File: config.mk
export PLATFORM = sky130hd
export DESIGN_NAME = pfs_top
export DESIGN_NICKNAME = d
export VERILOG_FILES = /design/src/pfs_pkg.sv /design/src/pfs_top.sv /design/src/pfs_sync.sv /design/src/pfs_route.sv
export SDC_FILE = /design/constraint.sdc
export NUM_CORES = 1
export LEC_CHECK = 0
export BUFFER_PORTS_ARGS = -buffer_cell sky130_fd_sc_hd__buf_2
export CELL_PAD_IN_SITES_DETAIL_PLACEMENT = 2
export CELL_PAD_IN_SITES_GLOBAL_PLACEMENT = 2
export CORE_MARGIN = 2
export CORE_UTILIZATION = 43
export DETAILED_ROUTE_END_ITERATION = 10
export PLACE_DENSITY = 0.94
export SLEW_MARGIN = 40
export SYNTH_ARGS = -nofsm -noshare
export SYNTH_HDL_FRONTEND = slang
export SYNTH_HIERARCHICAL = 1
export SYNTH_SLANG_ARGS = --single-unit
export TNS_END_PERCENT = 1
File: constraint.sdc
create_clock -name ref_clk -period 3.8 [get_ports ref_clk]
set_clock_uncertainty 0.2 [all_clocks]
set_input_delay 0.76 -clock ref_clk [delete_from_list [all_inputs] [get_ports ref_clk]]
set_output_delay 0.76 -clock ref_clk [all_outputs]
set_load 0.02 [all_outputs]
File: src/pfs_pkg.sv
// Package with register map, field positions, reset values and carrier types of the pin function selector.
package pfs_pkg;

  localparam int unsigned ADDR_W = 4;

  localparam logic [3:0] PFS_OFF_PAS_LO = 4'h0;
  localparam logic [3:0] PFS_OFF_PAS_HI = 4'h1;
  localparam logic [3:0] PFS_OFF_PBS_LO = 4'h2;
  localparam logic [3:0] PFS_OFF_PBS_HI = 4'h3;
  localparam logic [3:0] PFS_OFF_PCS    = 4'h4;
  localparam logic [3:0] PFS_OFF_PA_DAT = 4'h5;
  localparam logic [3:0] PFS_OFF_PA_DIR = 4'h6;
  localparam logic [3:0] PFS_OFF_PA_WAK = 4'h7;
  localparam logic [3:0] PFS_OFF_PB_DAT = 4'h8;
  localparam logic [3:0] PFS_OFF_PB_DIR = 4'h9;
  localparam logic [3:0] PFS_OFF_PC_DAT = 4'hA;
  localparam logic [3:0] PFS_OFF_PC_DIR = 4'hB;
  localparam logic [3:0] PFS_OFF_BITOP  = 4'hC;

  localparam logic [7:0] PFS_MASK_PAS_LO = 8'hCC;
  localparam logic [7:0] PFS_MASK_PAS_HI = 8'hFF;
  localparam logic [7:0] PFS_MASK_PBS_LO = 8'hFF;
  localparam logic [7:0] PFS_MASK_PBS_HI = 8'hCF;
  localparam logic [7:0] PFS_MASK_PCS    = 8'h0F;
  localparam logic [7:0] PFS_MASK_PORTC  = 8'h03;

  localparam logic [7:0] PFS_RST_SEL  = 8'h00;
  localparam logic [7:0] PFS_RST_DAT  = 8'hFF;
  localparam logic [7:0] PFS_RST_DIR  = 8'hFF;
  localparam logic [7:0] PFS_RST_WAK  = 8'h00;

  localparam logic [1:0] PFS_CODE_ALT1 = 2'b01;
  localparam logic [1:0] PFS_CODE_ALT2 = 2'b10;

  localparam int unsigned PFS_FLD_HI  = 6;
  localparam int unsigned PFS_FLD_MH  = 4;
  localparam int unsigned PFS_FLD_ML  = 2;
  localparam int unsigned PFS_FLD_LO  = 0;

  localparam int unsigned PFS_BITOP_SET  = 7;
  localparam int unsigned PFS_BITOP_PORT = 4;
  localparam int unsigned PFS_BITOP_IDX  = 0;

  typedef struct packed {
    logic [ADDR_W-1:0] addr;
    logic [7:0]        wdata;
    logic              wr;
    logic              rd;
  } pfs_bus_t;

  typedef struct packed {
    logic [7:0] pa;
    logic [7:0] pb;
    logic [1:0] pc;
  } pfs_pins_t;

  typedef struct packed {
    logic serial_chip_select;
    logic serial_clock;
    logic serial_data_in;
    logic serial_data_out;
    logic std_timer0_output;
    logic std_timer1_output;
    logic compact_timer_output;
  } pfs_periph_out_t;

  typedef struct packed {
    logic       serial_chip_select;
    logic       serial_clock;
    logic       serial_data_in;
    logic       serial_data_out;
    logic       vref;
    logic [1:0] amplifier_one_output;
    logic       std_timer0_output;
    logic       std_timer1_output;
    logic       compact_timer_output;
    logic [7:0] analog_channel;
    logic       io_supply_input;
  } pfs_route_t;

  typedef struct packed {
    logic ext_irq_zero;
    logic ext_irq_one;
    logic std_timer0_clock_in;
    logic std_timer1_capture_in;
    logic std_timer0_capture_in;
    logic compact_timer_clock_in;
    logic serial_clock;
    logic serial_data_in;
    logic serial_chip_select;
  } pfs_periph_in_t;

endpackage

File: src/pfs_top.sv
// Pin function selector with port registers, pin drivers and port A wake-up.
//
// Decided for this implementation: strobed register access and the register addresses.
`timescale 1ns/1ns
module pfs_top
  import pfs_pkg::*;
(
  input  wire logic                  ref_clk,
  input  wire logic                  reset_n,
  input  wire pfs_pkg::pfs_bus_t     bus,
  output logic [7:0]                 rdata,
  input  wire logic                  low_power_mode,
  input  wire pfs_pkg::pfs_periph_out_t periph_out,
  output pfs_pkg::pfs_periph_in_t    periph_in,
  output pfs_pkg::pfs_route_t        route,
  output logic                       wake_up,
  input  wire pfs_pkg::pfs_pins_t    pin_in,
  output pfs_pkg::pfs_pins_t         pin_out,
  output pfs_pkg::pfs_pins_t         pin_oe
);
  import pfs_pkg::*;

  typedef struct packed {
    logic [7:0] pas_lo;
    logic [7:0] pas_hi;
    logic [7:0] pbs_lo;
    logic [7:0] pbs_hi;
    logic [7:0] pcs;
    logic [7:0] pa_dat;
    logic [7:0] pa_dir;
    logic [7:0] pa_wak;
    logic [7:0] pb_dat;
    logic [7:0] pb_dir;
    logic [1:0] pc_dat;
    logic [1:0] pc_dir;
    logic [7:0] rdata;
    logic [7:0] pa_prev;
    logic       wake;
    pfs_route_t route;
    pfs_periph_in_t pin_fn;
    pfs_pins_t  pout;
    pfs_pins_t  poe;
  } pfs_st_t;

  pfs_st_t    st_r;
  pfs_st_t    st_nxt;
  pfs_pins_t  pins_s;
  pfs_route_t rt;
  logic [7:0] pa_gpio;
  logic [7:0] pb_gpio;
  logic [1:0] pc_gpio;
  logic [7:0] pa_alt_o;
  logic [7:0] pa_alt_e;
  logic [7:0] pb_alt_o;
  logic [7:0] pb_alt_e;
  logic [1:0] pc_alt_o;
  logic [1:0] pc_alt_e;

  pfs_sync #(.W(8)) u_sync_a (
    .ref_clk (ref_clk),
    .reset_n (reset_n),
    .din     (pin_in.pa),
    .dout    (pins_s.pa)
  );

  pfs_sync #(.W(8)) u_sync_b (
    .ref_clk (ref_clk),
    .reset_n (reset_n),
    .din     (pin_in.pb),
    .dout    (pins_s.pb)
  );

  pfs_sync #(.W(2)) u_sync_c (
    .ref_clk (ref_clk),
    .reset_n (reset_n),
    .din     (pin_in.pc),
    .dout    (pins_s.pc)
  );

  pfs_route u_route (
    .pas_lo (st_r.pas_lo),
    .pas_hi (st_r.pas_hi),
    .pbs_lo (st_r.pbs_lo),
    .pbs_hi (st_r.pbs_hi),
    .pcs    (st_r.pcs),
    .route  (rt)
  );

  // Read value of a port: pin level for inputs, latch for outputs.
  function automatic logic [7:0] port_view(input logic [7:0] dir, input logic [7:0] dat, input logic [7:0] pin);
    port_view = (dir & pin) | (~dir & dat);
  endfunction

  // Marks which pins of each port are taken by an alternate function.
  always_comb begin
    pa_gpio = 8'hFF;
    pb_gpio = 8'hFF;
    pc_gpio = 2'b11;
    pa_alt_o = '0;
    pa_alt_e = '0;
    pb_alt_o = '0;
    pb_alt_e = '0;
    pc_alt_o = '0;
    pc_alt_e = '0;
    pa_gpio[3] = ~rt.serial_chip_select;
    pa_gpio[1] = ~rt.analog_channel[4];
    pa_gpio[7] = ~(rt.serial_clock | rt.vref);
    pa_gpio[6] = ~rt.serial_data_in;
    pa_gpio[5] = ~rt.serial_data_out;
    pa_gpio[4] = ~(|rt.amplifier_one_output);
    pb_gpio[3:0] = ~rt.analog_channel[3:0];
    pb_gpio[7] = ~rt.analog_channel[7];
    pb_gpio[5] = ~rt.std_timer1_output;
    pb_gpio[4] = ~(rt.analog_channel[5] | rt.std_timer0_output);
    pc_gpio[1] = ~(rt.analog_channel[6] | rt.compact_timer_output);
    pc_gpio[0] = ~rt.io_supply_input;
    pa_alt_o[3] = periph_out.serial_chip_select;
    pa_alt_e[3] = rt.serial_chip_select & ~st_r.pa_dir[3];
    pa_alt_o[7] = periph_out.serial_clock;
    pa_alt_e[7] = rt.serial_clock & ~st_r.pa_dir[7];
    pa_alt_o[6] = periph_out.serial_data_in;
    pa_alt_e[6] = rt.serial_data_in & ~st_r.pa_dir[6];
    pa_alt_o[5] = periph_out.serial_data_out;
    pa_alt_e[5] = rt.serial_data_out;
    pb_alt_o[5] = periph_out.std_timer1_output;
    pb_alt_e[5] = rt.std_timer1_output;
    pb_alt_o[4] = periph_out.std_timer0_output;
    pb_alt_e[4] = rt.std_timer0_output;
    pc_alt_o[1] = periph_out.compact_timer_output;
    pc_alt_e[1] = rt.compact_timer_output;
  end

  always_comb begin
    logic [7:0] bw;
    logic [7:0] cur;
    logic [7:0] bmask;
    st_nxt = st_r;
    bw = bus.wdata;
    cur = '0;
    bmask = 8'h01 << bus.wdata[2:0];
    st_nxt.rdata = '0;
    if (bus.wr) begin
      unique case (bus.addr)
        PFS_OFF_PAS_LO: st_nxt.pas_lo = bw & PFS_MASK_PAS_LO;
        PFS_OFF_PAS_HI: st_nxt.pas_hi = bw & PFS_MASK_PAS_HI;
        PFS_OFF_PBS_LO: st_nxt.pbs_lo = bw & PFS_MASK_PBS_LO;
        PFS_OFF_PBS_HI: st_nxt.pbs_hi = bw & PFS_MASK_PBS_HI;
        PFS_OFF_PCS:    st_nxt.pcs    = bw & PFS_MASK_PCS;
        PFS_OFF_PA_DAT: st_nxt.pa_dat = bw;
        PFS_OFF_PA_DIR: st_nxt.pa_dir = bw;
        PFS_OFF_PA_WAK: st_nxt.pa_wak = bw;
        PFS_OFF_PB_DAT: st_nxt.pb_dat = bw;
        PFS_OFF_PB_DIR: st_nxt.pb_dir = bw;
        PFS_OFF_PC_DAT: st_nxt.pc_dat = bw[1:0];
        PFS_OFF_PC_DIR: st_nxt.pc_dir = bw[1:0];
        PFS_OFF_BITOP: begin
          // Bit operation reads the whole port A or B view or direction register, modifies one bit, writes the byte back.
          bmask = 8'h01 << bw[PFS_BITOP_IDX+:3];
          unique case (bw[PFS_BITOP_PORT+:2])
            2'd0: cur = port_view(st_r.pa_dir, st_r.pa_dat, pins_s.pa);
            2'd1: cur = st_r.pa_dir;
            2'd2: cur = port_view(st_r.pb_dir, st_r.pb_dat, pins_s.pb);
            2'd3: cur = st_r.pb_dir;
          endcase
          cur = bw[PFS_BITOP_SET] ? (cur | bmask) : (cur & ~bmask);
          unique case (bw[PFS_BITOP_PORT+:2])
            2'd0: st_nxt.pa_dat = cur;
            2'd1: st_nxt.pa_dir = cur;
            2'd2: st_nxt.pb_dat = cur;
            2'd3: st_nxt.pb_dir = cur;
          endcase
        end
        default: ;
      endcase
    end
    if (bus.rd) begin
      unique case (bus.addr)
        PFS_OFF_PAS_LO: st_nxt.rdata = st_r.pas_lo & PFS_MASK_PAS_LO;
        PFS_OFF_PAS_HI: st_nxt.rdata = st_r.pas_hi;
        PFS_OFF_PBS_LO: st_nxt.rdata = st_r.pbs_lo;
        PFS_OFF_PBS_HI: st_nxt.rdata = st_r.pbs_hi & PFS_MASK_PBS_HI;
        PFS_OFF_PCS:    st_nxt.rdata = st_r.pcs & PFS_MASK_PCS;
        PFS_OFF_PA_DAT: st_nxt.rdata = port_view(st_r.pa_dir, st_r.pa_dat, pins_s.pa);
        PFS_OFF_PA_DIR: st_nxt.rdata = st_r.pa_dir;
        PFS_OFF_PA_WAK: st_nxt.rdata = st_r.pa_wak;
        PFS_OFF_PB_DAT: st_nxt.rdata = port_view(st_r.pb_dir, st_r.pb_dat, pins_s.pb);
        PFS_OFF_PB_DIR: st_nxt.rdata = st_r.pb_dir;
        PFS_OFF_PC_DAT: st_nxt.rdata = {6'b0, st_r.pc_dir & pins_s.pc | ~st_r.pc_dir & st_r.pc_dat};
        PFS_OFF_PC_DIR: st_nxt.rdata = {6'b0, st_r.pc_dir};
        default:        st_nxt.rdata = '0;
      endcase
    end
    // Output drivers: latch value drives when direction is 0 and the pin is GPIO.
    st_nxt.pout.pa = (pa_gpio & st_r.pa_dat) | (~pa_gpio & pa_alt_o);
    st_nxt.poe.pa  = (pa_gpio & ~st_r.pa_dir) | pa_alt_e;
    st_nxt.pout.pb = (pb_gpio & st_r.pb_dat) | (~pb_gpio & pb_alt_o);
    st_nxt.poe.pb  = (pb_gpio & ~st_r.pb_dir) | pb_alt_e;
    st_nxt.pout.pc = (pc_gpio & st_r.pc_dat) | (~pc_gpio & pc_alt_o);
    st_nxt.poe.pc  = (pc_gpio & ~st_r.pc_dir) | pc_alt_e;
    st_nxt.route = rt;
    // Peripheral inputs see the synchronised pins.
    st_nxt.pin_fn.ext_irq_zero           = pa_gpio[1] & pins_s.pa[1];
    st_nxt.pin_fn.std_timer1_capture_in  = pa_gpio[1] & pins_s.pa[1];
    st_nxt.pin_fn.ext_irq_one            = pa_gpio[3] & pins_s.pa[3];
    st_nxt.pin_fn.std_timer0_clock_in    = pa_gpio[3] & pins_s.pa[3];
    st_nxt.pin_fn.std_timer0_capture_in  = pa_gpio[4] & pins_s.pa[4];
    st_nxt.pin_fn.compact_timer_clock_in = pb_gpio[7] & pins_s.pb[7];
    st_nxt.pin_fn.serial_clock           = rt.serial_clock & pins_s.pa[7];
    st_nxt.pin_fn.serial_data_in         = rt.serial_data_in & pins_s.pa[6];
    st_nxt.pin_fn.serial_chip_select     = rt.serial_chip_select & pins_s.pa[3];
    // Falling edge on an enabled GPIO input of port A while in low power.
    st_nxt.pa_prev = pins_s.pa;
    st_nxt.wake = low_power_mode &&
                  |(st_r.pa_prev & ~pins_s.pa & st_r.pa_wak & pa_gpio & st_r.pa_dir);
  end

  always_ff @(posedge ref_clk or negedge reset_n) begin
    if (!reset_n) begin
      st_r         <= '0;
      st_r.pas_lo  <= PFS_RST_SEL;
      st_r.pas_hi  <= PFS_RST_SEL;
      st_r.pbs_lo  <= PFS_RST_SEL;
      st_r.pbs_hi  <= PFS_RST_SEL;
      st_r.pcs     <= PFS_RST_SEL;
      st_r.pa_dat  <= PFS_RST_DAT;
      st_r.pa_dir  <= PFS_RST_DIR;
      st_r.pb_dat  <= PFS_RST_DAT;
      st_r.pb_dir  <= PFS_RST_DIR;
      st_r.pc_dat  <= PFS_MASK_PORTC[1:0];
      st_r.pc_dir  <= PFS_MASK_PORTC[1:0];
      st_r.pa_wak  <= PFS_RST_WAK;
      st_r.pa_prev <= PFS_RST_DAT;
      st_r.pout.pa <= PFS_RST_DAT;
      st_r.pout.pb <= PFS_RST_DAT;
      st_r.pout.pc <= PFS_MASK_PORTC[1:0];
    end else begin
      st_r <= st_nxt;
    end
  end

  assign rdata     = st_r.rdata;
  assign periph_in = st_r.pin_fn;
  assign route     = st_r.route;
  assign wake_up   = st_r.wake;
  assign pin_out   = st_r.pout;
  assign pin_oe    = st_r.poe;

endmodule

File: src/pfs_sync.sv
// Three-flop input synchroniser with a filtered output flop for one pin group.
`timescale 1ns/1ns
module pfs_sync
  import pfs_pkg::*;
#(
  parameter int unsigned W = 8
) (
  input  wire logic         ref_clk,
  input  wire logic         reset_n,
  input  wire logic [W-1:0] din,
  output logic      [W-1:0] dout
);

  typedef struct packed {
    logic [W-1:0] s1;
    logic [W-1:0] s2;
    logic [W-1:0] s3;
    logic [W-1:0] q;
  } pfs_sync_st_t;

  pfs_sync_st_t st_r;
  pfs_sync_st_t st_nxt;

  // A change counts once the second and third stages agree.
  always_comb begin
    st_nxt    = st_r;
    st_nxt.s1 = din;
    st_nxt.s2 = st_r.s1;
    st_nxt.s3 = st_r.s2;
    for (int i = 0; i < W; i++) begin
      if (st_r.s2[i] == st_r.s3[i]) begin
        st_nxt.q[i] = st_r.s3[i];
      end
    end
  end

  always_ff @(posedge ref_clk or negedge reset_n) begin
    if (!reset_n) begin
      st_r <= '{default: '1};
    end else begin
      st_r <= st_nxt;
    end
  end

  assign dout = st_r.q;

endmodule

File: src/pfs_route.sv
// Decoder from selection fields to pin routing for ports A, B and C.
`timescale 1ns/1ns
module pfs_route
  import pfs_pkg::*;
(
  input  wire logic [7:0] pas_lo,
  input  wire logic [7:0] pas_hi,
  input  wire logic [7:0] pbs_lo,
  input  wire logic [7:0] pbs_hi,
  input  wire logic [7:0] pcs,
  output pfs_route_t      route
);

  function automatic logic is_code(input logic [7:0] r, input int unsigned pos, input logic [1:0] code);
    is_code = (r[pos+:2] == code);
  endfunction

  always_comb begin
    route = '0;
    route.serial_chip_select      = is_code(pas_lo, PFS_FLD_HI, PFS_CODE_ALT1);
    route.analog_channel[4]       = is_code(pas_lo, PFS_FLD_ML, PFS_CODE_ALT1);
    route.serial_clock            = is_code(pas_hi, PFS_FLD_HI, PFS_CODE_ALT1);
    route.vref                    = is_code(pas_hi, PFS_FLD_HI, PFS_CODE_ALT2);
    route.serial_data_in          = is_code(pas_hi, PFS_FLD_MH, PFS_CODE_ALT1);
    route.serial_data_out         = is_code(pas_hi, PFS_FLD_ML, PFS_CODE_ALT1);
    route.amplifier_one_output[0] = is_code(pas_hi, PFS_FLD_LO, PFS_CODE_ALT1);
    route.amplifier_one_output[1] = is_code(pas_hi, PFS_FLD_LO, PFS_CODE_ALT2);
    route.analog_channel[3]       = is_code(pbs_lo, PFS_FLD_HI, PFS_CODE_ALT1);
    route.analog_channel[2]       = is_code(pbs_lo, PFS_FLD_MH, PFS_CODE_ALT1);
    route.analog_channel[1]       = is_code(pbs_lo, PFS_FLD_ML, PFS_CODE_ALT1);
    route.analog_channel[0]       = is_code(pbs_lo, PFS_FLD_LO, PFS_CODE_ALT1);
    route.analog_channel[7]       = is_code(pbs_hi, PFS_FLD_HI, PFS_CODE_ALT1);
    route.std_timer1_output       = is_code(pbs_hi, PFS_FLD_ML, PFS_CODE_ALT1);
    route.analog_channel[5]       = is_code(pbs_hi, PFS_FLD_LO, PFS_CODE_ALT1);
    route.std_timer0_output       = is_code(pbs_hi, PFS_FLD_LO, PFS_CODE_ALT2);
    route.analog_channel[6]       = is_code(pcs, PFS_FLD_ML, PFS_CODE_ALT1);
    route.compact_timer_output    = is_code(pcs, PFS_FLD_ML, PFS_CODE_ALT2);
    route.io_supply_input         = is_code(pcs, PFS_FLD_LO, PFS_CODE_ALT1);
  end

endmodule

Yosys cells after proc, flatten, opt, wreduce, memory -nomap -nowiden
Cells that the tools add are included.

word-level totals
  register bits = 225
  bits in latches = 0
  bits in writable memories = 0
  bits in read-only memories = 0
  input bits = 42
  word-level logic and storage cells = 224
  memories = 0

cells by class
  add/subtract/negate cells = 0
  $mul = 0
  divide/modulo/power cells = 0
  $lt $le $gt $ge = 0
  equal/unequal tests = 56
  shift operators = 1
  muxes and demuxes = 14
  bitwise operators = 66
  reductions and logical operators = 21

operators by type and width
  cell                 number
  $and 8x8->8          14
  $pmux 8 s12          1
  $mux 8               8
  $pmux 8 s2           4
  $not 8->8            6
  $or 8x8->8           6
  $eq 2x1->1 const B   16
  $pmux 8 s4           1
  $eq 4x4->1 const B   5
  $eq 1x1->1           18
  $eq 4x3->1 const B   4
  $reduce_and 2->1     8
  $not 1->1            14
  $eq 2x2->1 const B   6
  $reduce_and 3->1     4
  $and 1x1->1          10
  $and 2x2->2          5
  $and 8x6->8          1
  $eq 4x2->1 const B   2
  $ne 2x1->1 const B   4
  $or 8x6->8           1
  $reduce_bool 2->1    4
  $reduce_or 8->1      1
  $shl 1x3->8 const A  1
  other kinds (9)      14

Logic depth before layout (Yosys ltp)
Gate-level depths: netlist of run 1.

  depth in word-level cells = 10
  gate-level depth with buffers = 7
  depth with buffers taken out = 5

Cells and area by module
The synthesis of run 1 kept the hierarchy.

by module, submodules not included
  module                    instances  cells an instance  area each (um^2)
  pfs_top                   1          668                7445.9
  pfs_sync at u_sync_a ...  2          48                 991.0
  pfs_sync at u_sync_c      1          12                 247.7
  pfs_route                 1          19                 138.9

Worst setup path after synthesis of run 1
OpenSTA, ideal clock, no wires.

  kind = in2reg
  start point = input port bus[10] in the netlist's numbering
  end point = register st_r[83] in the netlist's numbering
  library setup time = 0.082 ns
  data arrival time = 1.934 ns
  data required time = 3.518 ns
  path slack = 1.583 ns
  stages on the path = 5
  buffers on the path = 3
  cell sequence = buf_6 > buf_2 > buf_2 > nor4_1 > mux2_2

between the ends
  cells in the longest elaborated chain, start to end = 2

ends and longest elaborated chain
  item                        RTL line        text
  from (decl)                 pfs_top.sv:10   input wire pfs_pkg::pfs_bus_t bus,
  $eq 4x4->1                  pfs_top.sv:143  unique case (bus.addr)
  $reduce_and 2->1 (no line)  n/a
  to (signal assigned)        pfs_top.sv:237  st_r <= st_nxt;
  to (decl)                   pfs_top.sv:45   pfs_st_t st_r;

No other way between the ends.
A chain may end at the register's enable or synchronous reset.

Worst setup path in the final report of run 1
  start point = input port bus[11] in the netlist's numbering
  end point = register st_r[121] in the netlist's numbering

between the ends
  cells in the longest elaborated chain, start to end = 3

ends and longest elaborated chain
  item                                                              RTL line
  $eq 4x4->1 / $eq 4x3->1 (equally long branches)                   pfs_top.sv:143
  $ne 2x1->1 (no line) / $reduce_bool 2->1 (equally long branches)  n/a
  $reduce_and 3->1 (no line)                                        n/a

Several ways; a longest one is shown, not always the timed one.

==> out/qor.yml, run 1 <==
setup_path:
  crit_fanout: 31
  worst_ep_arrival_time_ns: 2.82
  startpoint_type: "input port"
  required_ns: 3.99
  rr_worst_depth: 5
  r2r_slack_ns: 1.67
  worstSetupPathType: "input port to flip-flop"
  end_kind: "flip-flop"
yosys:
  syn-instance-count: 794
  syn-cell-area_um2: 9810
  synth_fp_nets: 836
  synth.avg_cell_area_um2: 12.4
  yosysWarningCount: 6
floorplan:
  die_h_um: 155
  fp.dieArea_um2: 24000
  io_pins: 115
  initial_core_util_pct: 43.6
  rows: 55
  dieWidth_um: 155
  core_area_um2: 22500
clock_tree:
  cts-resized-gates: 0
  clock_sinks: 225
  clkLatencyLatePin_ns: 0.52
  ctsRootBufferMaster: "clkbuf_16"
  cts_buffers: 25
  cts_tree: "yes"
  clk_path_buf_depth: 3
  post-cts-setup-buffers: 0
  htree_levels: 1
  clkTransAtPathRegs_ns: 0.07
  ctsHoldBuffers: 0
routing:
  first_pass_iters: 5
  post-route-drc-count: 0
  wl_per_cell_um: 27.7
  via_count: 6585
  avgViaCountPerCell: 5.86
  ant_nets: 0
  wl_um: 31200
  drt_iter0_drc: 528
place:
  dpl_cell_area_um2: 10000
  port_buffers: 114
  dp_hpwl_um: 20100
  place_congestion: 0.914
  dp_slack_ns: 0.897
cells_and_area:
  drive_above_1_share_pct: 44.9
  area_delta_synth_final_pct: 10.3
  fillers: 2208
  utilization_pct: 48.1
  antenna_cells: 0
  stdcell_area_um2: 10800
  nets: 863
job:
  drv_cap: 0
status:
  run_status: "complete, no violations"
timing:
  fin_crit_sh_pct: 69.2
  rsz0062_at_grt: "no"
  fmaxAchievable_mhz: 381
  period_needed_ns: 2.63
  tns_ns: 0
  setup_viol: 0
  setup_slack_ns: 1.17
  hold_violations: 0
  whs_ns: 0.0831
  maxSlewHeadroom_pct: 46.1
  report.final.slew_viol_count: 0
  tightest_slew_ns: 0.809
power_and_ir_drop:
  p_leak_nw: 4.59
  power_density_nw_per_um2: 651
  ir_worst_vdd_v: 0.000334
global_routing:
  grt_pass1_wl_um: 47100
  grt_max_degree: 94
  antenna_found_initial: 0
  grt_usage_pct: 26.0
  grt_pass1_vias: 7392
  overflow: 0
hold_path:
  hp-class: "input port to async pin"
## final timing paths
kind | start | to
max in group asynchronous | reset_n | pin_out[6]$_DFF_PN1_
worst min register to register | u_sync_b/st_nxt[16]$_DFF_PN1_ | u_sync_b/st_nxt[8]$_DFF_PN1_
worst min-delay path | reset_n | route[1]$_DFF_PN0_
worst max register to register | st_r[163]$_DFFE_PN0P_ | wake_up$_DFF_PN0_
worst max-delay path | bus[11] | st_r[121]$_DFFE_PN1P_
min in group ref_clk | pin_in[8] | u_sync_b/st_nxt[22]$_DFF_PN1_
## layout by cell type, fill, tap and decap left out, types with 4 or more instances in the layout
master       n
a21oi_1     15
mux2_1      19
nor2b_1     29
clkbuf_8     6
o22ai_1      6
mux2_2      35
mux2i_1     24
o21ai_1      4
and3_1       4
inv_1       10
a31oi_1     11
nand3_1      6
o31ai_1     31
nor3_1       5
nand4b_1     4
and2_1       7
clkbuf_16   25
nor3b_1      9
dfrtp_1     91
buf_4       11
nand2b_1    15
o21ai_0     27
clkinv_2     5
nand3b_1     6
and2b_2      8
maj3_2      18
dfstp_2    134
nand2_1     46
buf_2      113
nor2_1      41
## area by class of cell
class | count | area (µm²) | share of cell area [%]
Clock buffer | 34 | 719 | 6.65
Sequential cell | 225 | 5800 | 53.6
Multi-Input combinational cell | 431 | 3130 | 28.9
Clock inverter | 11 | 71.3 | 0.659
Timing Repair Buffer | 127 | 703 | 6.50
Inverter | 11 | 41.3 | 0.382
Tap cell | 285 | 357 | 3.30
## worst max-delay path, stage by stage
cell and delay [ns]:
buf_2 0.30, and4bb_1 0.63, buf_4 0.23, a21o_1 0.16, nand2_1 0.24, o31ai_1 0.48
## metal layers
layer	vias up	wire length [µm]	global-route usage, %
met3	98	2010	4.68
met2	312	15100	43.8
met1	3434	12500	32.2
met4	0	1560	13.2
met5	-	0	0
li1	2741	-	-
## power by group
part,total (mW),internal [mW],switching (mW)
Clock,2.34,1.33,1.01
Sequential,3.37,2.96,0.409
Combinational,1.33,0.504,0.826
## through the flow
stage	power [mW]	cells
after detailed placement	4.65	1079
final	7.04	1124
after floorplan	4.29	794
after global placement	4.54	1079
after global routing	7.31	1124
after CTS	7.07	1124
## registers in the layout (all words and copies together) (netlist names)
name / cells
pin_oe: 18
u_sync_c/dout: 2
u_sync_b/dout: 8
u_sync_b/st_nxt: 16
wake_up: 1
u_sync_a/st_nxt: 16
u_sync_b/st_r: 8
route: 19
u_sync_c/st_r: 2
u_sync_c/st_nxt: 4
rdata: 8
u_sync_a/dout: 8
periph_in: 7
pin_out: 18
st_r: 82
u_sync_a/st_r: 8
No activity file was read; power rests on OpenSTA's default activity.
==> inputs of run 2 (changes only) <==
--- a/config.mk
+++ b/config.mk
@@ -9,9 +9,9 @@
 export CELL_PAD_IN_SITES_DETAIL_PLACEMENT = 2
 export CELL_PAD_IN_SITES_GLOBAL_PLACEMENT = 2
 export CORE_MARGIN = 2
-export CORE_UTILIZATION = 43
+export CORE_UTILIZATION = 36
 export DETAILED_ROUTE_END_ITERATION = 10
-export PLACE_DENSITY = 0.94
+export PLACE_DENSITY = 0.85
 export SLEW_MARGIN = 40
 export SYNTH_ARGS = -nofsm -noshare
 export SYNTH_HDL_FRONTEND = slang
==> constraint.sdc (replaced) <==
create_clock -name ref_clk -period 2.4 [get_ports ref_clk]
set_clock_uncertainty 0.2 [all_clocks]
set_input_delay 0.48 -clock ref_clk [delete_from_list [all_inputs] [get_ports ref_clk]]
set_output_delay 0.48 -clock ref_clk [all_outputs]
set_load 0.02 [all_outputs]
==> out/qor.yml, run 2 (synthesis gave the netlist of run 1 again) <==
status:
  run_status: "complete, no violations"
setup_path:
  worstSetupPathType: "flip-flop to flip-flop"
  worst_ep_arrival_time_ns: 2.23
  crit_fanout: 5
  timing.rr.start: "st_r[109]$_DFFE_PN1P_"
  startpoint: "st_r[109]$_DFFE_PN1P_"
  rr_worst_depth: 4
  end_kind: "flip-flop"
  required_ns: 2.63
  startpoint_type: "flip-flop"
place:
  port_buffers: 114
  dp.cells: 1170
  dpl_cell_area_um2: 10400
  place_congestion: 0.905
  dp_hpwl_um: 20700
  dp_slack_ns: 0.0212
timing:
  period_needed_ns: 2.00
  setup_viol: 0
  rsz0062_at_grt: "no"
  hold_violations: 0
  tightest_slew_ns: 0.629
  report.final.slew_viol_count: 0
  maxSlewHeadroom_pct: 57.7
  fmaxAchievable_mhz: 499
  fin_crit_sh_pct: 83.5
  tns_ns: 0
  setup_slack_ns: 0.396
power_and_ir_drop:
  sequentialPowerShare_pct: 48.1
  ir_worst_vdd_v: 0.000412
  power.switching_mw: 3.31
  p_leak_nw: 4.88
  p_int_mw: 7.65
  swShare_pct: 30.2
  comb_power_share_pct: 19.1
  power_density_nw_per_um2: 959
  p_clk_share_pct: 32.7
cells_and_area:
  largest_register_ff_count: 82
  area_delta_synth_final_pct: 16.5
  drive_above_1_share_pct: 45.0
  regMostFlops: "st_r"
  nets: 924
  stdcell_area_um2: 11400
  multi_input_area_um2: 3120
  fillers: 2713
  final_cells: 1241
  utilization_pct: 42.5
  final_cell_mix: "dfstp_2 (134), buf_2 (113), dfrtp_1 (91)"
  seq_area_um2: 5800
  antenna_cells: 0
  layout_commonest_cell: "dfstp_2"
routing:
  wl_per_cell_um: 23.7
  drt_iter0_drc: 329
  post-route-drc-count: 0
  avgViaCountPerCell: 5.26
  ant_nets: 0
  first_pass_iters: 5
  wl_um: 29400
  via_count: 6530
clock_tree:
  clk_path_buf_depth: 3
  clock_sinks: 225
  clkLatencyLatePin_ns: 0.52
  htree_levels: 1
  cts-resized-gates: 0
  post-cts-setup-buffers: 0
  ctsRootBufferMaster: "clkbuf_16"
  clkTransAtPathRegs_ns: 0.06
  cts_buffers: 25
  cts_tree: "yes"
floorplan:
  io_pins: 115
  initial_core_util_pct: 36.5
  fp.dieArea_um2: 28600
  die_h_um: 169
  dieWidth_um: 169
  core_area_um2: 26900
  rows: 60
job:
  drv_cap: 0
hold_path:
  hp-class: "input port to flip-flop"
  holdPathStages: 3
  hp-start: "low_power_mode"
global_routing:
  grt_max_degree: 61
  grt_pass1_vias: 7345
  grt_usage_pct: 20.9
  grt_pass1_wl_um: 45400
  overflow: 0
  antenna_found_initial: 0
[run 2: worst paths after layout]
check | end | slack, ns
min | wake_up$_DFF_PN0_ | 0.01
min in group asynchronous | st_r[140]$_DFFE_PN0P_ | 0.32
max | wake_up$_DFF_PN0_ | 0.40
max reg2reg | wake_up$_DFF_PN0_ | 0.40
min reg2reg | u_sync_b/st_nxt[8]$_DFF_PN1_ | 0.16
max in group asynchronous | st_r[114]$_DFFE_PN1P_ | 0.97
[run 2: repair_timing]
item / CTS / global route
hold buffers: 26 / 0
endpoints found under the hold margin: 50 / 0
endpoints found under the setup margin: 0 / 0
[run 2: stage by stage]
stage	total power, mW	hold slack (ns)
3_3_place_gp	7.27	0.146
5_1_grt	11.5	0.0299
2_1_floorplan	6.78	-0.0156
6_report	11.0	0.0130
3_5_place_dp	7.39	0.147
4_1_cts	11.1	0.00782
[run 2: area by class of cell]
class	instances	share of cell area (%)
clock buffer	37	6.04
clock inverter	8	0.624
inverter	11	0.361
multi-input combinational	431	27.3
sequential	225	50.7
tap	341	3.73
timing repair buffer	188	11.3
[run 2: critical path, stage by stage (launching register included)]
cell	delay, ns
dfstp_2	0.63
inv_1	0.10
o31ai_1	0.57
nor4_1	0.15
a41oi_1	0.26
[run 2: power by group through the flow]
stage / Sequential, mW / Combinational (mW) / Clock [mW]
after floorplan: 5.01 / 1.78 / 0
after global placement: 5.29 / 1.98 / 0
after detailed placement: 5.33 / 2.07 / 0
after CTS: 5.28 / 2.12 / 3.69
after global routing: 5.37 / 2.28 / 3.85
final: 5.28 / 2.10 / 3.59
[run 2: layer usage]
metal	wire, µm	vias to the layer above	share of wire (%)	GRT usage (%)
met3	1490	53	5.1	3.81
met5	0	-	0	0
met4	1010	0	3.4	7.69
li1	-	2874	-	-
met1	12500	3426	42	27.2
met2	14400	177	49	35.2
==> inputs of run 3 (changes only) <==
--- a/config.mk
+++ b/config.mk
@@ -5,13 +5,14 @@
 export SDC_FILE = /design/constraint.sdc
 export NUM_CORES = 1
 export LEC_CHECK = 0
+export ABC_AREA = 1
 export BUFFER_PORTS_ARGS = -buffer_cell sky130_fd_sc_hd__buf_2
 export CELL_PAD_IN_SITES_DETAIL_PLACEMENT = 2
 export CELL_PAD_IN_SITES_GLOBAL_PLACEMENT = 2
 export CORE_MARGIN = 2
-export CORE_UTILIZATION = 36
+export CORE_UTILIZATION = 32
 export DETAILED_ROUTE_END_ITERATION = 10
-export PLACE_DENSITY = 0.85
+export PLACE_DENSITY = 0.84
 export SLEW_MARGIN = 40
 export SYNTH_ARGS = -nofsm -noshare
 export SYNTH_HDL_FRONTEND = slang
==> constraint.sdc (replaced) <==
create_clock -name ref_clk -period 1.8 [get_ports ref_clk]
set_clock_uncertainty 0.2 [all_clocks]
set_input_delay 0.36 -clock ref_clk [delete_from_list [all_inputs] [get_ports ref_clk]]
set_output_delay 0.36 -clock ref_clk [all_outputs]
set_load 0.02 [all_outputs]
==> out/qor.yml, run 3 <==
timing:
  setup_slack_ns: -0.0586
  whs_ns: 0.102
  fmaxAchievable_mhz: 538
  report.final.slew_viol_count: 0
  rsz0062_at_grt: "yes"
  period_needed_ns: 1.86
  maxSlewHeadroom_pct: 70.9
  setup_viol: 10
  fin_crit_sh_pct: 103
  hold_violations: 0
  tightest_slew_ns: 0.435
  tns_ns: -0.299
global_routing:
  overflow: 0
  busiest_layer: "met2"
  grt_max_degree: 43
  met3_usage_pct: 3.81
  grt_pass1_vias: 9192
  antenna_found_initial: 0
  grt_usage_pct: 23.3
  met1_usage_pct: 28.3
  grt_use_met2_pct: 40.8
  grt_pass1_wl_um: 55200
cells_and_area:
  area_delta_synth_final_pct: 24.6
  layout_commonest_cell: "nand2_1"
  utilization_pct: 40.4
  antenna_cells: 0
  fillers: 3263
  largest_register_ff_count: 82
  nets: 1257
  drive_above_1_share_pct: 34.5
  final_cell_mix: "nand2_1 (306), dfstp_2 (134), inv_1 (108)"
  regMostFlops: "st_r"
setup_path:
  startpoint_type: "flip-flop"
  slowest_stage: "dfstp_2"
  path_buf_inv: 2
  critPathTopFamily: "flip-flops"
  worstPathCellList: "inv_4 -> a21oi_2 -> buf_4 -> nor2_2 -> nor2_1 -> nand2_1 -> nand2_4 -> nand2_1 -> nand2_1"
  required_ns: 2.08
  crit_fanout: 4
  r2r-end: "st_r[92]$_DFFE_PN1P_"
  timing.rr.start: "st_r[116]$_DFFE_PN1P_"
  path_depth: 9
  worst_ep_arrival_time_ns: 2.14
  r2r_slack_ns: -0.06
  startpoint: "st_r[116]$_DFFE_PN1P_"
  worstSetupPathType: "flip-flop to flip-flop"
  path_common_cell: "nand2_1"
  rr_worst_depth: 9
  end_kind: "flip-flop"
  crit_path_end: "st_r[92]$_DFFE_PN1P_"
  max_stage_delay_ns: 0.63
routing:
  avgViaCountPerCell: 4.93
  via_count: 8021
  post-route-drc-count: 0
  first_pass_iters: 5
  wl_um: 36400
  wl_per_cell_um: 22.4
  ant_nets: 0
  drt_iter0_drc: 545
yosys:
  yosysWarningCount: 6
  syn-cell-area_um2: 9610
  syn-instance-count: 1060
  synth_fp_nets: 1102
  synth.avg_cell_area_um2: 9.07
place:
  dp_hpwl_um: 23500
  place_congestion: 0.906
  port_buffers: 114
power_and_ir_drop:
  p_int_mw: 10.5
  comb_power_share_pct: 21.7
  finalPower_mw: 15.7
  power_density_nw_per_um2: 1310
  p_clk_share_pct: 34.4
  p_leak_nw: 5.89
  ir_worst_vdd_v: 0.000753
  swShare_pct: 33.1
  power.switching_mw: 5.18
  sequentialPowerShare_pct: 43.9
clock_tree:
  clkLatencyLatePin_ns: 0.56
  htree_levels: 1
  ctsRootBufferMaster: "clkbuf_16"
  clk_path_buf_depth: 3
  cts_tree: "yes"
  clock_sinks: 225
  clkTransAtPathRegs_ns: 0.07
  cts_buffers: 27
status:
  run_status: "finished with violations"
  violations: "negative setup slack"
job:
  drv_cap: 0
floorplan:
  dieWidth_um: 177
  initial_core_util_pct: 32.4
  io_pins: 115
  rows: 63
  die_h_um: 177
  core_area_um2: 29600
  fp.dieArea_um2: 31400
hold_path:
  hp-start: "bus[5]"
  hp-class: "input port to flip-flop"
==> run 3: worst min-delay path by stage <==
stage	end	slack (ns)	cells past startpoint
2_1_floorplan	periph_in[0]$_DFF_PN0_	-0.14	0
3_3_place_gp	route[8]$_DFF_PN0_	0.08	1
3_5_place_dp	route[8]$_DFF_PN0_	0.09	1
4_1_cts	st_r[144]$_DFFE_PN0P_	0.07	3
5_1_grt	st_r[144]$_DFFE_PN0P_	0.09	3
6_report	st_r[144]$_DFFE_PN0P_	0.10	3
==> run 3: stage by stage <==
| step | instance area, µm² | std cells | worst slack, ns |
|---|---|---|---|
| after floorplan | 9610 | 1060 | 0.234 |
| after global placement | 10600 | 1545 | -0.101 |
| after detailed placement | 10600 | 1545 | -0.240 |
| after CTS | 11900 | 1623 | -0.0232 |
| after global routing | 12000 | 1626 | -0.0877 |
| final | 12000 | 1626 | -0.0586 |
==> run 3: repair_timing <==
action | in CTS | in global routing
hold endpoints to repair | 135 | 0
buffers inserted | 0 | 3
endpoints found under the setup margin | 35 | 36
pin swaps | 0 | 4
hold buffers | 28 | 0
resized for setup | 30 | 34
==> run 3: power by group through the flow <==
stage / sequential (mW) / clock, mW / combinational, mW
after floorplan: 6.63 / 0 / 2.08
after CTS: 6.85 / 5.48 / 3.22
final: 6.88 / 5.39 / 3.39
after global placement: 6.81 / 0 / 2.86
after global routing: 6.98 / 5.72 / 3.65
after detailed placement: 6.87 / 0 / 3.01
==> run 3: layer usage <==
layer	share of wire [%]	wire (µm)	up-vias
met2	50	18300	265
met4	4.3	1550	0
met5	0	0	-
met1	40	14700	4137
met3	5.1	1840	100
li1	-	-	3519
==> run 3: cell type report <==
type	count	area, µm²	area share [%]
inverters	116	438	3.65
repair buffers	229	1640	13.7
clock inverters	10	71.3	0.595
clock buffers	40	795	6.63
flip-flops and latches	225	5800	48.4
well taps	390	488	4.07
multi-input cells	616	2750	23.0
==> run 3: worst register-to-register path: stages (launching register included) <==
cell     delay, ns
dfstp_2       0.63
inv_4         0.07
a21oi_2       0.14
buf_4         0.16
nor2_2        0.04
nor2_1        0.11
nand2_1       0.12
nand2_4       0.13
nand2_1       0.08
nand2_1       0.10
